<file path="config.mk">
export PLATFORM = sky130hd
export DESIGN_NAME = timer_two
export DESIGN_NICKNAME = d
export VERILOG_FILES = /design/src/timer_two_pkg.sv /design/src/pin_filter.sv /design/src/timer_two.sv
export SDC_FILE = /design/constraint.sdc
export NUM_CORES = 1
export LEC_CHECK = 0
export ABC_AREA = 1
export BUFFER_PORTS_ARGS = -buffer_cell sky130_fd_sc_hd__buf_2
export CAP_MARGIN = 20
export CORE_AREA = 2 2 100 102
export CTS_CLUSTER_SIZE = 20
export DETAILED_ROUTE_END_ITERATION = 8
export DIE_AREA = 0 0 102 104
export PLACE_DENSITY = 0.84
export SYNTH_ARGS = -nofsm -noshare
export SYNTH_HDL_FRONTEND = slang
export SYNTH_SLANG_ARGS = --single-unit
export TNS_END_PERCENT = 30
</file>
<file path="constraint.sdc">
create_clock -name mclk_i -period 9.1 [get_ports mclk_i]
set_clock_uncertainty 0.2 [all_clocks]
set_input_delay 1.365 -clock mclk_i [delete_from_list [all_inputs] [get_ports mclk_i]]
set_output_delay 1.365 -clock mclk_i [all_outputs]
set_load 0.03 [all_outputs]
</file>
<file path="src/timer_two_pkg.sv">
// constants shared by the timer-two block: register offsets, field
// positions, reset values and the operating-mode encoding.
// assumes a byte-wide register port with byte addresses.
package timer_two_pkg;
  localparam int ADDR_W = 12;
  localparam int DATA_W = 8;
  localparam int COUNT_W = 16;

  // register byte offsets
  localparam logic [ADDR_W-1:0] TIMER_EXTENDED_STATUS_OFS = 12'h411;
  localparam logic [ADDR_W-1:0] CTRL_OFS = 12'h418;
  localparam logic [ADDR_W-1:0] MODE_OFS = 12'h419;
  localparam logic [ADDR_W-1:0] CNT_LO_OFS = 12'h41A;
  localparam logic [ADDR_W-1:0] CNT_HI_OFS = 12'h41B;
  localparam logic [ADDR_W-1:0] RELOAD_LO_OFS = 12'h41C;
  localparam logic [ADDR_W-1:0] RELOAD_HI_OFS = 12'h41D;
  localparam logic [ADDR_W-1:0] CAPTURE_LO_OFS = 12'h41E;
  localparam logic [ADDR_W-1:0] CAPTURE_HI_OFS = 12'h41F;

  // timer_two_control fields
  localparam int OVF_FLAG_BIT = 7;
  localparam int EXT_FLAG_BIT = 6;
  localparam int RX_SEL_BIT = 5;
  localparam int TX_SEL_BIT = 4;
  localparam int EXT_EN_BIT = 3;
  localparam int RUN_BIT = 2;
  localparam int COUNTER_BIT = 1;
  localparam int CAPTURE_BIT = 0;
  // mode register fields
  localparam int OVF_IRQ_EN_BIT = 7;
  localparam int EXT_IRQ_EN_BIT = 6;
  localparam int DOWN_EN_BIT = 0;
  // timer_extended_status fields
  localparam int T1_TOGGLE_EN_BIT = 2;
  localparam int T0_TOGGLE_EN_BIT = 0;

  // reset values and the all-ones count top
  localparam logic [DATA_W-1:0] CTRL_RST = 8'h00;
  localparam logic [DATA_W-1:0] MODE_RST = 8'h00;
  localparam logic [DATA_W-1:0] TIMER_EXTENDED_STATUS_RST = 8'h00;
  localparam logic [COUNT_W-1:0] COUNT_RST = 16'h0000;
  localparam logic [COUNT_W-1:0] COUNT_TOP = 16'hFFFF;
  localparam logic PIN_IDLE = 1'b1;

  typedef enum logic [2:0] {
    MODE_OFF = 3'h0,
    MODE_RELOAD_UP = 3'h1,
    MODE_RELOAD_UPDOWN = 3'h2,
    MODE_CAPTURE = 3'h3,
    MODE_BAUD = 3'h4
  } t2_mode_t;
endpackage

</file>
<file path="src/pin_filter.sv">
// three-stage synchroniser for one external pin, with a filtered level
// and a one-cycle falling-edge pulse.
// assumes the pin is asynchronous to mclk_i and idles high.
module pin_filter (
  input wire logic mclk_i,
  input wire logic sys_rst_i,
  input wire logic pin_i,
  output logic level_o,
  output logic fall_o
);
  import timer_two_pkg::*;

  logic s1_r;
  logic s2_r;
  logic s3_r;
  logic level_r;
  logic fall_r;
  wire agree = (s2_r == s3_r);

  // only the second stage reads s1_r; level moves once stages 2 and 3 agree
  always_ff @(posedge mclk_i or posedge sys_rst_i) begin
    if (sys_rst_i) begin
      s1_r <= PIN_IDLE;
      s2_r <= PIN_IDLE;
      s3_r <= PIN_IDLE;
      level_r <= PIN_IDLE;
      fall_r <= 1'b0;
    end else begin
      s1_r <= pin_i;
      s2_r <= s1_r;
      s3_r <= s2_r;
      if (agree) begin
        level_r <= s3_r;
      end
      fall_r <= agree & level_r & ~s3_r;
    end
  end

  assign level_o = level_r;
  assign fall_o = fall_r;
endmodule

</file>
<file path="src/timer_two.sv">
// timer two with capture, auto-reload, up/down and baud modes, plus the
// overflow toggle outputs of timers zero and one.
// assumes timer_tick_i is a one-cycle pulse of the prescaled timer clock
// and that timers zero and one hand over one-cycle overflow pulses.
//
// Strobed register access was chosen for this implementation.
module timer_two #(
  parameter int ADDR_W = timer_two_pkg::ADDR_W,
  parameter int COUNT_W = timer_two_pkg::COUNT_W
) (
  input wire logic mclk_i,
  input wire logic sys_rst_i,
  input wire logic [ADDR_W-1:0] reg_addr_i,
  input wire logic [timer_two_pkg::DATA_W-1:0] reg_wdata_i,
  input wire logic reg_wr_i,
  input wire logic reg_rd_i,
  output logic [timer_two_pkg::DATA_W-1:0] reg_rdata_o,
  input wire logic timer_tick_i,
  input wire logic timer_two_count_pin_i,
  input wire logic trigger_direction_pin_i,
  input wire logic t0_overflow_i,
  input wire logic t1_overflow_i,
  input wire logic t0_port_data_i,
  input wire logic t1_port_data_i,
  output logic t0_pin_o,
  output logic t0_pin_oe_o,
  output logic t1_pin_o,
  output logic t1_pin_oe_o,
  output logic uart_zero_rx_clk_o,
  output logic uart_zero_tx_clk_o,
  output logic timer_two_irq_o
);
  import timer_two_pkg::*;

  // the byte lanes and the all-ones compare are built for 16 bits only
  initial begin
    if (COUNT_W != 16 || ADDR_W < 12) begin
      $error("timer_two: COUNT_W must be 16 and ADDR_W at least 12");
    end
  end

  // merge one byte of a software write into a 16-bit word
  function automatic logic [15:0] put_byte(input logic [15:0] word, input logic hi,
                                           input logic [7:0] b);
    put_byte = hi ? {b, word[7:0]} : {word[15:8], b};
  endfunction

  logic [5:0] ctl_r;
  logic timer_two_overflow_flag_r;
  logic timer_two_external_flag_r;
  logic [DATA_W-1:0] mode_r;
  logic [DATA_W-1:0] timer_extended_status_r;
  logic [15:0] cnt_r;
  logic [15:0] reload_r;
  logic [15:0] capture_r;
  logic [DATA_W-1:0] rdata_r;
  logic t0_tog_r;
  logic t1_tog_r;
  logic t0_pin_r;
  logic t1_pin_r;
  logic rx_clk_r;
  logic tx_clk_r;
  logic irq_r;
  logic [15:0] cnt_nxt;
  logic ovf_flag_nxt;
  logic ext_flag_nxt;
  logic count_fall;
  logic trig_level;
  logic trig_fall;

  // external pins pass the three-stage filter
  pin_filter count_pin_sync (
    .mclk_i(mclk_i),
    .sys_rst_i(sys_rst_i),
    .pin_i(timer_two_count_pin_i),
    .level_o(),
    .fall_o(count_fall)
  );

  pin_filter trigger_pin_sync (
    .mclk_i(mclk_i),
    .sys_rst_i(sys_rst_i),
    .pin_i(trigger_direction_pin_i),
    .level_o(trig_level),
    .fall_o(trig_fall)
  );

  // register decode
  wire wr_ctrl = reg_wr_i && reg_addr_i == CTRL_OFS;
  wire wr_mode = reg_wr_i && reg_addr_i == MODE_OFS;
  wire wr_timer_extended_status = reg_wr_i && reg_addr_i == TIMER_EXTENDED_STATUS_OFS;
  wire wr_cnt_lo = reg_wr_i && reg_addr_i == CNT_LO_OFS;
  wire wr_cnt_hi = reg_wr_i && reg_addr_i == CNT_HI_OFS;
  wire wr_rld_lo = reg_wr_i && reg_addr_i == RELOAD_LO_OFS;
  wire wr_rld_hi = reg_wr_i && reg_addr_i == RELOAD_HI_OFS;
  wire cnt_wr = wr_cnt_lo | wr_cnt_hi;

  // control fields
  wire rx_sel = ctl_r[RX_SEL_BIT];
  wire tx_sel = ctl_r[TX_SEL_BIT];
  wire ext_en = ctl_r[EXT_EN_BIT];
  wire run = ctl_r[RUN_BIT];
  wire counter_sel = ctl_r[COUNTER_BIT];
  wire capture_sel = ctl_r[CAPTURE_BIT];
  wire down_en = mode_r[DOWN_EN_BIT];
  wire baud = rx_sel | tx_sel;

  // one mode at a time; baud selection outranks capture and reload
  t2_mode_t mode;
  assign mode = !run ? MODE_OFF :
                baud ? MODE_BAUD :
                capture_sel ? MODE_CAPTURE :
                down_en ? MODE_RELOAD_UPDOWN : MODE_RELOAD_UP;

  // baud mode always runs on the timer tick, whatever the counter select
  wire step = (mode != MODE_OFF) &&
              ((counter_sel && !baud) ? count_fall : timer_tick_i);
  wire count_down = (mode == MODE_RELOAD_UPDOWN) && !trig_level;
  wire ovf = step && !count_down && cnt_r == COUNT_TOP;
  wire unf = step && count_down && cnt_r == reload_r;
  wire roll = ovf | unf;
  // in up/down mode the trigger pin is the direction, not an event
  wire trig = trig_fall && ext_en && mode != MODE_OFF && mode != MODE_RELOAD_UPDOWN;
  wire trig_reload = trig && mode == MODE_RELOAD_UP;
  wire trig_capture = trig && mode == MODE_CAPTURE;

  // count update; a software write wins over the count step
  always_comb begin
    cnt_nxt = cnt_r;
    if (wr_cnt_lo || wr_cnt_hi) begin
      cnt_nxt = put_byte(cnt_r, wr_cnt_hi, reg_wdata_i);
    end else if (ovf) begin
      // plain 16-bit wrap in capture mode, reload otherwise
      cnt_nxt = (mode == MODE_CAPTURE) ? COUNT_RST : reload_r;
    end else if (unf) begin
      cnt_nxt = COUNT_TOP;
    end else if (trig_reload) begin
      cnt_nxt = reload_r;
    end else if (step) begin
      cnt_nxt = count_down ? cnt_r - 16'h0001 : cnt_r + 16'h0001;
    end
  end

  // flags: hardware set beats a software clear in the same cycle
  wire ovf_base = wr_ctrl ? reg_wdata_i[OVF_FLAG_BIT] : timer_two_overflow_flag_r;
  wire ext_base = wr_ctrl ? reg_wdata_i[EXT_FLAG_BIT] : timer_two_external_flag_r;
  assign ovf_flag_nxt = ovf_base | (roll && !baud);
  assign ext_flag_nxt = (mode == MODE_RELOAD_UPDOWN) ?
                        ext_base ^ roll :
                        ext_base | trig;

  // flags and control
  always_ff @(posedge mclk_i or posedge sys_rst_i) begin
    if (sys_rst_i) begin
      ctl_r <= CTRL_RST[5:0];
      timer_two_overflow_flag_r <= CTRL_RST[OVF_FLAG_BIT];
      timer_two_external_flag_r <= CTRL_RST[EXT_FLAG_BIT];
      mode_r <= MODE_RST;
      timer_extended_status_r <= TIMER_EXTENDED_STATUS_RST;
    end else begin
      timer_two_overflow_flag_r <= ovf_flag_nxt;
      timer_two_external_flag_r <= ext_flag_nxt;
      if (wr_ctrl) begin
        ctl_r <= reg_wdata_i[5:0];
      end
      if (wr_mode) begin
        mode_r <= reg_wdata_i;
      end
      if (wr_timer_extended_status) begin
        timer_extended_status_r <= reg_wdata_i;
      end
    end
  end

  // count, reload and capture words
  always_ff @(posedge mclk_i or posedge sys_rst_i) begin
    if (sys_rst_i) begin
      cnt_r <= COUNT_RST;
      reload_r <= COUNT_RST;
      capture_r <= COUNT_RST;
    end else begin
      cnt_r <= cnt_nxt;
      if (wr_rld_lo || wr_rld_hi) begin
        reload_r <= put_byte(reload_r, wr_rld_hi, reg_wdata_i);
      end
      if (trig_capture) begin
        capture_r <= cnt_r;
      end
    end
  end

  // read mux; unmapped addresses read zero
  logic [DATA_W-1:0] rd_mux;
  assign rd_mux =
    (reg_addr_i == CTRL_OFS) ?
      {timer_two_overflow_flag_r, timer_two_external_flag_r, ctl_r} :
    (reg_addr_i == MODE_OFS) ? mode_r :
    (reg_addr_i == TIMER_EXTENDED_STATUS_OFS) ? timer_extended_status_r :
    (reg_addr_i == CNT_LO_OFS) ? cnt_r[7:0] :
    (reg_addr_i == CNT_HI_OFS) ? cnt_r[15:8] :
    (reg_addr_i == RELOAD_LO_OFS) ? reload_r[7:0] :
    (reg_addr_i == RELOAD_HI_OFS) ? reload_r[15:8] :
    (reg_addr_i == CAPTURE_LO_OFS) ? capture_r[7:0] :
    (reg_addr_i == CAPTURE_HI_OFS) ? capture_r[15:8] : 8'h00;

  // interrupt request: the external flag is a count bit in up/down mode
  wire irq_nxt = (timer_two_overflow_flag_r && mode_r[OVF_IRQ_EN_BIT]) ||
                 (timer_two_external_flag_r && mode_r[EXT_IRQ_EN_BIT] &&
                  mode != MODE_RELOAD_UPDOWN);

  // output flops: read data, baud clocks, toggles, pins, interrupt
  always_ff @(posedge mclk_i or posedge sys_rst_i) begin
    if (sys_rst_i) begin
      rdata_r <= 8'h00;
      rx_clk_r <= 1'b0;
      tx_clk_r <= 1'b0;
      t0_tog_r <= 1'b0;
      t1_tog_r <= 1'b0;
      t0_pin_r <= 1'b0;
      t1_pin_r <= 1'b0;
      irq_r <= 1'b0;
    end else begin
      rdata_r <= reg_rd_i ? rd_mux : 8'h00;
      rx_clk_r <= rx_sel ? (ovf && baud) : t1_overflow_i;
      tx_clk_r <= tx_sel ? (ovf && baud) : t1_overflow_i;
      t0_tog_r <= t0_tog_r ^ t0_overflow_i;
      t1_tog_r <= t1_tog_r ^ t1_overflow_i;
      t0_pin_r <= timer_extended_status_r[T0_TOGGLE_EN_BIT] ? t0_tog_r : t0_port_data_i;
      t1_pin_r <= timer_extended_status_r[T1_TOGGLE_EN_BIT] ? t1_tog_r : t1_port_data_i;
      irq_r <= irq_nxt;
    end
  end

  assign reg_rdata_o = rdata_r;
  assign uart_zero_rx_clk_o = rx_clk_r;
  assign uart_zero_tx_clk_o = tx_clk_r;
  // the pin is an input for counting unless the toggle owns it
  assign t0_pin_o = t0_pin_r;
  assign t0_pin_oe_o = timer_extended_status_r[T0_TOGGLE_EN_BIT];
  assign t1_pin_o = t1_pin_r;
  assign t1_pin_oe_o = timer_extended_status_r[T1_TOGGLE_EN_BIT];
  assign timer_two_irq_o = irq_r;
endmodule

</file>
* After elaboration in Yosys (flattened, before gate mapping)
Index checks and enable logic that the tools add are counted.
** Storage, ports and cells
- Register bits :: 97
- Bits in latches :: 0
- RAM bits :: 0
- ROM bits :: 0
- Output and inout port bits :: 15
- Word-level logic and storage cells :: 129
- Memories kept :: 0
** Cells by class
- Add/sub/neg operators :: 2
- Multiply operators :: 0
- Divide/modulo/power cells :: 0
- Magnitude comparators :: 0
- Equal/unequal tests :: 19
- Shift-type cells :: 0
- Multiplexer cells :: 30
- Bitwise logic cells :: 14
- Reduce and logical (&&, ||, !) cells :: 36
** Operators with widths (number)
- $mux W16 :: 8
- $eq A12 B11 Y1 const B :: 9
- $mux W8 :: 10
- $logic_and A1 B1 Y1 :: 24
- $add A16 B1 Y16 const B :: 1
- $eq A16 B16 Y1 :: 1
- $eq A16 B16 Y1 const B :: 1
- $sub A16 B1 Y16 const B :: 1
- $mux W1 :: 8
- $reduce_and A2 Y1 :: 4
- $eq A3 B2 Y1 const B :: 2
- $mux W3 :: 2
- $reduce_bool A5 Y1 :: 1
- $and A1 B1 Y1 :: 4
- $mux W2 :: 2
- $ne A2 B2 Y1 const B :: 2
- $or A1 B1 Y1 :: 4
- $eq A3 B1 Y1 const B :: 1
- $logic_not A1 Y1 :: 3
- $logic_or A1 B1 Y1 :: 3
- $ne A3 B2 Y1 const B :: 1
- $not A1 Y1 :: 3
- $reduce_bool A3 Y1 :: 1
- $xor A1 B1 Y1 :: 3
- $eq A1 B1 Y1 :: 2

* Logic depth before layout (Yosys ltp)
Gate-level depths: netlist of the first run.
- Word-level depth :: 12
- Gate-level depth with buffers :: 19

* Hierarchy
From an unflattened synthesis of the first run, not the netlist that was laid out.
** Second synthesis, totals
- Cell total of the unflattened synthesis :: 834
- Area total of the unflattened synthesis :: 5974.5 µm²
** By module, submodules not included
- timer_two :: instances 1, cells each 812, area an instance 5664.2 µm², seq. area each 2177.1 µm²
- pin_filter :: instances 2, cells each 11, area an instance 155.1 µm², seq. area each 130.1 µm²

* Least setup slack after synthesis of the first run
Ideal clock, no wire load.
- Path type :: input to register
- Start point :: input reg_addr_i[9]
- End point :: register cnt_r[7]
- Library setup time :: 0.121 ns
- Arrival time :: 2.682 ns
- Required time :: 8.779 ns
- Path slack :: 6.097 ns
- Stages :: 15
- Path buffers :: 1
- Path through :: nor2_1 -> nand2_1 -> nor3_2 -> inv_2 -> nor2_2 -> inv_2 -> nor2_8 -> inv_2 -> nand2_1 -> nor2_2 -> inv_2 -> buf_6 -> nor2_1 -> nand2_1 -> nand2_1
** Between the ends
- Cells in the longest elaborated chain, start to end :: 5
** RTL lines
- from (decl) :: line timer_two.sv:13 : input wire logic [ADDR_W-1:0] reg_addr_i,
- $eq A12 B11 Y1 (on tied branches) :: line timer_two.sv:92, timer_two.sv:93
- $logic_and A1 B1 Y1 (on tied branches) :: line timer_two.sv:92, timer_two.sv:93
- $logic_or A1 B1 Y1 :: line timer_two.sv:130 : if (wr_cnt_lo || wr_cnt_hi) begin
- $reduce_bool A5 Y1 (no source line) / $ne A2 B2 Y1 (equally long branches)
- $reduce_and A2 Y1 (no source line)
- to (signal assigned) :: line timer_two.sv:182 : cnt_r <= cnt_nxt;
- to (decl) :: line timer_two.sv:53 : logic [15:0] cnt_r;
Parallel ways exist; a longest one is shown, timed or not.
A chain may end at the register's enable or synchronous reset.

* Worst setup path after layout of the first run
- Start point :: register ctl_r[4]
- End point :: register cnt_r[12]
** Between the ends
- Cells in the longest elaborated chain, start to end :: 11
** RTL lines
- from (decl) :: line timer_two.sv:48 : logic [5:0] ctl_r;
- from (signal assigned) :: line timer_two.sv:155 : ctl_r <= CTRL_RST[5:0];
- from (signal assigned) :: line timer_two.sv:164 : ctl_r <= reg_wdata_i[5:0];
- $or A1 B1 Y1 * :: line timer_two.sv:106 : wire baud = rx_sel | tx_sel;
- $mux W3 :: line timer_two.sv:111 : baud ? MODE_BAUD :
- $mux W3 :: line timer_two.sv:110 : assign mode = !run ? MODE_OFF :
- $eq A3 B2 Y1 / $reduce_bool A3 Y1 (equally long branches) :: line timer_two.sv:118, timer_two.sv:116, timer_two.sv:123
- $logic_and A1 B1 Y1 (on tied branches) :: line timer_two.sv:118, timer_two.sv:123
- $mux W16 / $logic_and A1 B1 Y1 (equally long branches) :: line timer_two.sv:140, timer_two.sv:123
- $mux W16 / $logic_and A1 B1 Y1 (equally long branches) :: line timer_two.sv:139, timer_two.sv:124
- $mux W16 :: line timer_two.sv:137 : end else if (trig_reload) begin
- $mux W16 :: line timer_two.sv:135 : end else if (unf) begin
- $mux W16 :: line timer_two.sv:132 : end else if (ovf) begin
- $mux W16 :: line timer_two.sv:130
Mark *: on every way between the ends. The rest lies on a longest branch, timed or not. The select of a mux whose other input is x is not followed.

==> impl_metrics.py, run 1 <==
metrics = {
    "power": {
        "peakVddDrop_v": 0.0001156,
        "p_per_area_nw_per_um2": 161.5,
        "power_uw": 1054,
        "power_leakage_uw": 0.003173,
    },
    "place": {
        "place_hpwl_mm": 14.62,
        "port_buffers": 45,
        "gp_congestion": 1.046,
    },
    "global_route": {
        "global_route.usage.met2_pct": 58.13,
        "grt_pass1_wl_mm": 31.59,
        "overflow": 0,
        "grt_start_max_net_pins": 55,
        "grtUsageTotal_pct": 39.47,
        "grt_use_met1_pct": 55.28,
        "grt_antenna_before_repair": 0,
        "grt_pass1_vias": 5842,
        "top_usage_layer": "met2",
        "globalRouteMet3Util_pct": 7.930,
    },
    "setup_path": {
        "end_kind": "register",
        "endpoint": "cnt_r[12]",
        "path_max_fanout": 11,
        "crit_start": "ctl_r[4]",
        "regToRegStartpoint": "ctl_r[4]",
        "worstSetupPathType": "reg -> reg",
        "crit_arrival_ps": 3380,
        "ff2ff_setup_slack_ps": 5790,
        "critPathLaunchType": "register",
        "reg2reg_to": "cnt_r[12]",
        "cp.required_ps": 9170,
        "ff2ff_path_depth": 17,
    },
    "logic_synthesis": {
        "synth.cells.most_frequent": "nand2_1 (197), nor2_1 (90), dfrtp_1 (89)",
        "synth_seq_cells": 97,
        "synth_cells": 826,
        "synth_cell_type_count": 47,
        "synth_top_cell_by_area": "dfrtp_1",
        "async_flop_share_pct": 100.0,
        "yosysTopAreaCellShare_pct": 36.87,
        "synth.most_common_cell": "nand2_1",
        "syn-num-nets": 858,
        "synth_edf_count": 0,
        "avgSynthCellArea_um2": 7.313,
        "synth_warnings": 0,
        "synthesis.area_um2": 6041,
        "yosys_most_used_dff": "dfrtp_1",
        "synth.area.top_cells": "dfrtp_1 (37%), nand2_1 (12%), o21ai_0 (6.9%)",
        "seq_area_frac_synth_pct": 40.35,
    },
    "sta": {
        "relSlewSlack_pct": 32.34,
        "timing.fmax_mhz": 302.4,
        "setup_viol": 0,
        "rsz0062_at_grt": "false",
        "min_period_ps": 3307,
        "period_share_pct": 36.34,
        "timing.hold.ws_ps": 168.1,
        "slew_viol_final": 0,
        "tightest_slew_ps": 1009,
        "hold_viol": 0,
        "fin_tns_setup_ps": 0,
    },
    "cts": {
        "postCtsSetupRepairBufs": 0,
        "clockRootBuffer": "clkbuf_8",
        "clock_latency_ps": 380,
        "clkTransAtPathRegs_ps": 100,
        "cts_tree": "built",
        "cts_buffer_depth": 2,
        "cts_inserted_buffers": 9,
        "ctsHoldBuffers": 0,
        "htree_levels": 3,
        "clock_sinks": 97,
        "cts_resized": 0,
    },
    "layout": {
        "final_nets": 891,
        "fillers": 818,
        "drive_above_1_share_pct": 16.44,
        "area_delta_synth_final_pct": 8.036,
        "antenna_cells": 0,
    },
    "run": {
        "cap_violations": 0,
    },
    "route": {
        "ant_nets": 0,
        "wl_per_cell_um": 20.11,
        "drc_errors": 0,
        "drt_first_pass_iters": 7,
        "drt_iter0_markers": 715,
        "via_count": 6122,
        "vias_per_cell": 6.140,
        "drt-total-wl_mm": 20.05,
    },
    "floorplanning": {
        "floorplan.initialDensity_pct": 63.26,
        "design.die.area_um2": 10610,
        "num_rows": 36,
        "fp.coreArea_um2": 9549,
        "fp.dieH_um": 104,
        "io_pins": 46,
        "die_x_um": 102,
    },
    "min_path": {
        "hold_class": "reg -> reg",
    },
    "outcome": {
        "status": "finished clean",
    },
}
-- cells in the final DEF (no fill, tap or decap), drive strengths merged, types with 3 or more instances in the layout --
master   count
clkbuf       9
xor2        17
a21oi       53
nand4        6
a41oi        6
o211ai       8
o41ai        4
a22oi        8
nor4         9
dfstp        8
inv         92
nor3         9
buf         48
dfrtp       89
o21ai       84
nand3       69
o2111ai      3
nor2       105
clkinv       4
nand2      214
-- registers in the layout, summed over array words and instances (netlist names), 6 cells and up --
| name | cells |
|---|---|
| capture_r | 16 |
| cnt_r | 16 |
| reload_r | 16 |
| mode_r | 8 |
| reg_rdata_o | 8 |
| timer_extended_status_r | 8 |
| ctl_r | 6 |
-- layout make-up --
| cell class | count | area (um2) | area share [%] |
|---|---|---|---|
| Timing Repair Buffer | 48 | 247.7 | 3.796 |
| Clock inverter | 7 | 95.09 | 1.457 |
| Sequential cell | 97 | 2437 | 37.35 |
| Clock buffer | 9 | 123.9 | 1.898 |
| Multi-Input combinational cell | 611 | 3107 | 47.60 |
| Inverter | 92 | 349.1 | 5.349 |
| Tap cell | 133 | 166.4 | 2.550 |
-- where the power goes --
group | switching [uW] | internal [uW]
Sequential | 62.1 | 457
Combinational | 157 | 70.2
Clock | 173 | 135
-- worst max-delay path, cell delays in order, from the launching register on --
cell      delay (ps)
dfrtp_1          450
nor2_4           230
nand2_4           90
nor2_2           530
nand3_1          250
nand2_1          120
inv_1             50
ha_1             170
nor2_1           220
inv_1             70
nand2_1          100
nand2_1          100
nand3b_1         120
nand3_1           90
nand3_1          180
nand3_1          100
nand2_1          100
nand2_1           50
-- metal layers --
layer / wire, um / share of wire (%)
met1: 7902 / 39
met2: 8981 / 45
met3: 2127 / 11
met4: 1035 / 5.2
met5: 0 / 0
-- through the flow --
step                area (um2)  cells  utilization, %  setup WS [ps]
floorplan                 6041    826               -           5015
global placement          6307    981           66.05           5482
detailed placement        6307    981           66.05           5438
CTS                       6526    997           68.34           5844
global route              6526    997           68.34           5505
finish                    6526    997           68.34           5793
-- cell families after synthesis --
kind of cell    synth area share, %
compound gates                16.16
xor+xnor                      2.465
fa+ha+maj                    0.5385
buf+inv                       8.223
flops                         40.35
mux                          0.3728
simple gates                  31.90
-- worst min path at each step --
stage	cells after the start	startpoint	to	slack, ps
3_3_place_gp	0	trigger_pin_sync.s1_r	trigger_pin_sync.s2_r	150
5_1_grt	0	trigger_pin_sync.s1_r	trigger_pin_sync.s2_r	170
2_1_floorplan	0	count_pin_sync.s1_r	count_pin_sync.s2_r	150
3_5_place_dp	0	count_pin_sync.s1_r	count_pin_sync.s2_r	150
4_1_cts	0	count_pin_sync.s1_r	count_pin_sync.s2_r	170
6_report	0	count_pin_sync.s1_r	count_pin_sync.s2_r	170
No activity file was read; power rests on OpenSTA's default activity.
==> run 2, diff against run 1 <==
Settings changed: CORE_AREA 2 2 100 102 to 2 2 103 105, DIE_AREA 0 0 102 104 to 0 0 105 107, PLACE_DENSITY 0.84 to 0.79.
Clock period 9.1 ns to 3.3 ns, I/O delays scaled along.
==> run 2 against run 1 <==
Via count shrank 0.57%. Sequential power grew to 2.7 times the previous value. Critical path type unchanged. Combinational power grew to 2.8 times the previous value. Register-to-register slack worse by 5200 ps. Critical path depth fell by 1. Die area rose by 5.9%. Global-route usage shrank 2.9 points. Highest routed layer unchanged. Clock power increased to 2.5 times the previous value. First-iteration DRC count shrank 21%. Sequential share of layout area fell by 0.60 points. Fmax up 23%.
==> impl_metrics.py, run 2 (same netlist as run 1, synthesis figures left out) <==
metrics = {
    "sta": {
        "tightest_slew_ps": 871.1,
        "fin_tns_setup_ps": 0,
        "slew_viol_final": 0,
        "rsz0062_at_grt": "false",
        "hold_viol": 0,
        "min_period_ps": 2681,
        "setup_viol": 0,
        "relSlewSlack_pct": 41.71,
        "timing.fmax_mhz": 373.0,
        "period_share_pct": 81.25,
    },
    "cts": {
        "cts_buffer_depth": 2,
        "cts_resized": 0,
        "cts_inserted_buffers": 9,
        "ctsHoldBuffers": 1,
        "clockRootBuffer": "clkbuf_8",
        "clkTransAtPathRegs_ps": 110,
        "clock_latency_ps": 380,
        "postCtsSetupRepairBufs": 0,
        "htree_levels": 3,
        "cts_tree": "built",
        "clock_sinks": 97,
    },
    "place": {
        "port_buffers": 45,
        "place_hpwl_mm": 14.61,
        "gp_congestion": 1.032,
        "placed_area_um2": 6421,
    },
    "route": {
        "wl_per_cell_um": 19.22,
        "drt_first_pass_iters": 5,
        "via_count": 6087,
        "ant_nets": 0,
        "drt-total-wl_mm": 19.51,
        "vias_per_cell": 5.997,
        "drt_iter0_markers": 567,
        "drc_errors": 0,
    },
    "floorplanning": {
        "floorplan.initialDensity_pct": 59.86,
        "io_pins": 46,
        "fp.dieH_um": 107,
        "design.die.area_um2": 11240,
        "num_rows": 37,
        "die_x_um": 105,
        "fp.coreArea_um2": 10090,
    },
    "layout": {
        "reg.largest.list": "capture_r x16, cnt_r x16, reload_r x16",
        "drive_above_1_share_pct": 17.65,
        "final_cell_area_um2": 6633,
        "area_delta_synth_final_pct": 9.797,
        "final_nets": 905,
        "final_cell_mix": "nand2_1 (197), nor2_1 (90), dfrtp_1 (89)",
        "layout_commonest_cell": "nand2_1",
        "fillers": 919,
    },
    "min_path": {
        "min_from": "timer_two_count_pin_i",
        "hold_class": "in -> reg",
        "min_path_cells": 1,
        "hold_end": "count_pin_sync.s1_r",
    },
    "outcome": {
        "status": "finished clean",
    },
    "setup_path": {
        "ff2ff_setup_slack_ps": 620,
        "regToRegStartpoint": "trigger_pin_sync.level_o",
        "end_kind": "register",
        "crit_arrival_ps": 2760,
        "reg2reg_to": "cnt_r[12]",
        "critPathLaunchType": "register",
        "worstSetupPathType": "reg -> reg",
        "ff2ff_path_depth": 16,
        "crit_start": "trigger_pin_sync.level_o",
        "cp.required_ps": 3380,
        "path_max_fanout": 11,
    },
    "global_route": {
        "grt_antenna_before_repair": 0,
        "grt_start_max_net_pins": 52,
        "grt_pass1_wl_mm": 31.63,
        "overflow": 0,
        "grtUsageTotal_pct": 36.61,
        "grt_pass1_vias": 5914,
    },
    "run": {
        "cap_violations": 0,
    },
    "power": {
        "p_per_area_nw_per_um2": 423.1,
        "power_leakage_uw": 0.003240,
        "peakVddDrop_v": 0.0003460,
        "power_uw": 2806,
    },
}
[run 2: how the worst max path moves through the flow]
stage	to	depth (start not counted)	slack [ps]
global route	cnt_r[12]	16	350
global placement	cnt_r[6]	14	660
finish	cnt_r[12]	16	620
CTS	cnt_r[12]	16	620
floorplan	capture_r[0]	1	80
detailed placement	cnt_r[1]	16	620
[run 2: metrics by stage]
step           setup WS (ps)  utilization [%]  hold WS, ps  cells
6_report               618.8            65.72        14.64   1015
5_1_grt                350.2            65.70        4.849   1014
4_1_cts                617.1            65.70        9.187   1014
3_5_place_dp           619.1            63.63        148.7    997
3_3_place_gp           659.0            63.63        150.0    997
2_1_floorplan          84.52                -        145.2    826
[run 2: worst max-delay path: stages (launching register included)]
cell and delay, ps:
dfstp_2 580, inv_2 120, nand4_4 210, nand2_1 120, nand2_1 80, inv_1 40, ha_1 160, nor2_1 210
inv_1 70, nand2_1 100, nand2_1 130, nand3b_1 130, nand3_1 70, nand3_1 110, nand3_1 90, nand2_1 120
nand2_1 50
[run 2: metal layers]
metal | track usage, % | up-vias | wire length, um
met2 | 58.26 | 350 | 8759
li1 | - | 2824 | -
met3 | 7.356 | 85 | 1852
met1 | 47.18 | 2828 | 7811
met4 | 19.81 | 0 | 1085
met5 | 0 | - | 0
[run 2: where the power goes]
part           internal (uW)  total [uW]  switching [uW]
registers               1260        1390             127
clock network            295         773             479
logic                    213         646             432
total                   1770        2810            1040
[run 2: final cells by class]
cell class / count / area (um2) / area share (%)
well taps: 136 / 170.2 / 2.566
clock buffers: 9 / 123.9 / 1.868
flip-flops and latches: 97 / 2437 / 36.75
multi-input cells: 611 / 3107 / 46.84
inverters: 92 / 349.1 / 5.263
clock inverters: 7 / 75.07 / 1.132
repair buffers: 62 / 367.9 / 5.546
diodes: 1 / 2.502 / 0.03773
==> run 3, diff against run 2 <==
Clock period 3.3 ns to 2.73 ns, I/O delays scaled along.
==> run 3 against run 2 <==
Clock-buffer cell count rose by 1. Worst hold slack got worse by 4.6 ps. Register-to-register slack got worse by 470 ps. First-iteration DRC count rose by 18%. Combinational power rose by 40%. Total power rose by 29%. Clock power rose by 32%. Critical path type unchanged. Final area rose by 2.5%.
==> impl_metrics.py, run 3 (same netlist as run 1, synthesis figures left out) <==
metrics = {
    "outcome": {
        "status": "finished clean",
    },
    "global_route": {
        "grt_antenna_before_repair": 1,
        "grt_pass1_vias": 6159,
        "grtUsageTotal_pct": 38.95,
        "overflow": 0,
        "grt_pass1_wl_mm": 33.21,
        "grt_start_max_net_pins": 45,
    },
    "setup_path": {
        "critical_path.top_delay_family": "simple AND/OR/NAND/NOR gates",
        "cpPeakStageDelay_ps": 540,
        "path_max_fanout": 12,
        "crit_top_cell": "buf_4",
        "cp_cell_sequence": "nor2_4 > buf_4 > nand4_4 > nand3_2 > clkinv_2 > nor2_1 > buf_4 > nand3_1 > nand2_1 > o211ai_1",
        "worstSetupPathType": "reg -> reg",
        "critPathLaunchType": "register",
        "cp.required_ps": 2790,
        "crit_slowest_cell": "nor2_1",
        "end_kind": "register",
        "critPathBufInv": 3,
        "crit_arrival_ps": 2640,
    },
    "cts": {
        "clock_latency_ps": 370,
        "clock_sinks": 97,
        "cts_buffer_depth": 2,
        "clkTransAtPathRegs_ps": 100,
        "cts_tree": "built",
        "clockRootBuffer": "clkbuf_8",
        "cts_inserted_buffers": 9,
        "htree_levels": 3,
    },
    "power": {
        "power_leakage_uw": 0.003330,
        "power_uw": 3625,
        "peakVddDrop_v": 0.0003184,
        "p_per_area_nw_per_um2": 533.2,
    },
    "layout": {
        "drive_above_1_share_pct": 19.64,
        "antenna_cells": 0,
        "layout_commonest_cell": "nand2_1",
        "utilization_pct": 67.36,
        "area_delta_synth_final_pct": 12.53,
        "reg.largest.list": "capture_r x16, cnt_r x16, reload_r x16",
        "final_cell_mix": "nand2_1 (197), nor2_1 (89), dfrtp_1 (86)",
        "final_nets": 923,
        "fin_cells": 1032,
    },
    "sta": {
        "setup_ws_ps": 152.1,
        "period_share_pct": 94.43,
        "tightest_slew_ps": 652.7,
        "hold_viol": 0,
        "min_period_ps": 2578,
        "relSlewSlack_pct": 56.33,
        "timing.fmax_mhz": 387.9,
        "setup_viol": 0,
        "rsz0062_at_grt": "false",
        "slew_viol_final": 0,
        "fin_tns_setup_ps": 0,
    },
    "route": {
        "via_count": 6283,
        "vias_per_cell": 6.088,
        "ant_nets": 0,
        "drt-total-wl_mm": 20.95,
        "drt_iter0_markers": 670,
        "wl_per_cell_um": 20.30,
        "drc_errors": 0,
        "drt_first_pass_iters": 5,
    },
    "run": {
        "cap_violations": 0,
    },
    "place": {
        "place_hpwl_mm": 15.67,
        "gp_congestion": 1.032,
        "port_buffers": 45,
        "preCtsSetupSlack_ps": 68.20,
        "dp.cells": 1012,
    },
    "min_path": {
        "hold_class": "in -> reg",
    },
    "floorplanning": {
        "io_pins": 46,
        "die_x_um": 105,
        "fp.dieH_um": 107,
        "fp.coreArea_um2": 10090,
        "num_rows": 37,
        "design.die.area_um2": 11240,
        "floorplan.initialDensity_pct": 59.86,
    },
}
## run 3: path summary, 6_finish.rpt
| kind | start | to | slack (ps) | cells after the start |
|---|---|---|---|---|
| max reg2reg | ctl_r[5] | cnt_r[3] | 150 | 10 |
| min reg2reg | trigger_pin_sync.s1_r | trigger_pin_sync.s2_r | 160 | 0 |
| max | ctl_r[5] | cnt_r[3] | 150 | 10 |
| min in group asynchronous | sys_rst_i | mode_r[3] | 360 | 3 |
| min | t0_overflow_i | t0_tog_r | 10 | 2 |
| max in group asynchronous | sys_rst_i | count_pin_sync.s3_r | 1350 | 4 |
## run 3: routing by layer
metal	track usage [%]	wire, um	up-vias
met3	8.693	2349	105
met5	0	11	-
met1	50.67	7992	2903
met2	61.32	9265	419
li1	-	-	2854
met4	20.00	1336	2
## run 3: power by group
group	total [uW]	switching, uW	internal [uW]
Sequential	1700	176	1530
Clock	1020	556	463
Combinational	903	590	314
## run 3: metrics by stage
stage | cell area [um2] | hold WS [ps]
after floorplan | 6045 | 145.2
after global placement | 6535 | 145.4
after detailed placement | 6535 | 152.2
after CTS | 6775 | 5.930
after global routing | 6798 | 10.13
final | 6798 | 10.03
## run 3: what timing repair did
action | CTS | global route
hold buffers | 3 | 0
resized for setup | 0 | 6
endpoints found under the hold margin | 16 | 0
endpoints found under the setup margin | 0 | 11
setup buffers | 0 | 1
## run 3: area by class of cell
| class | instances | area [um2] |
|---|---|---|
| multi-input combinational | 611 | 3114 |
| sequential | 97 | 2441 |
| tap | 136 | 170.2 |
| timing repair buffer | 80 | 511.7 |
| fill | 939 | 3294 |
| clock buffer | 10 | 137.6 |
| inverter | 92 | 350.3 |
| clock inverter | 6 | 72.57 |
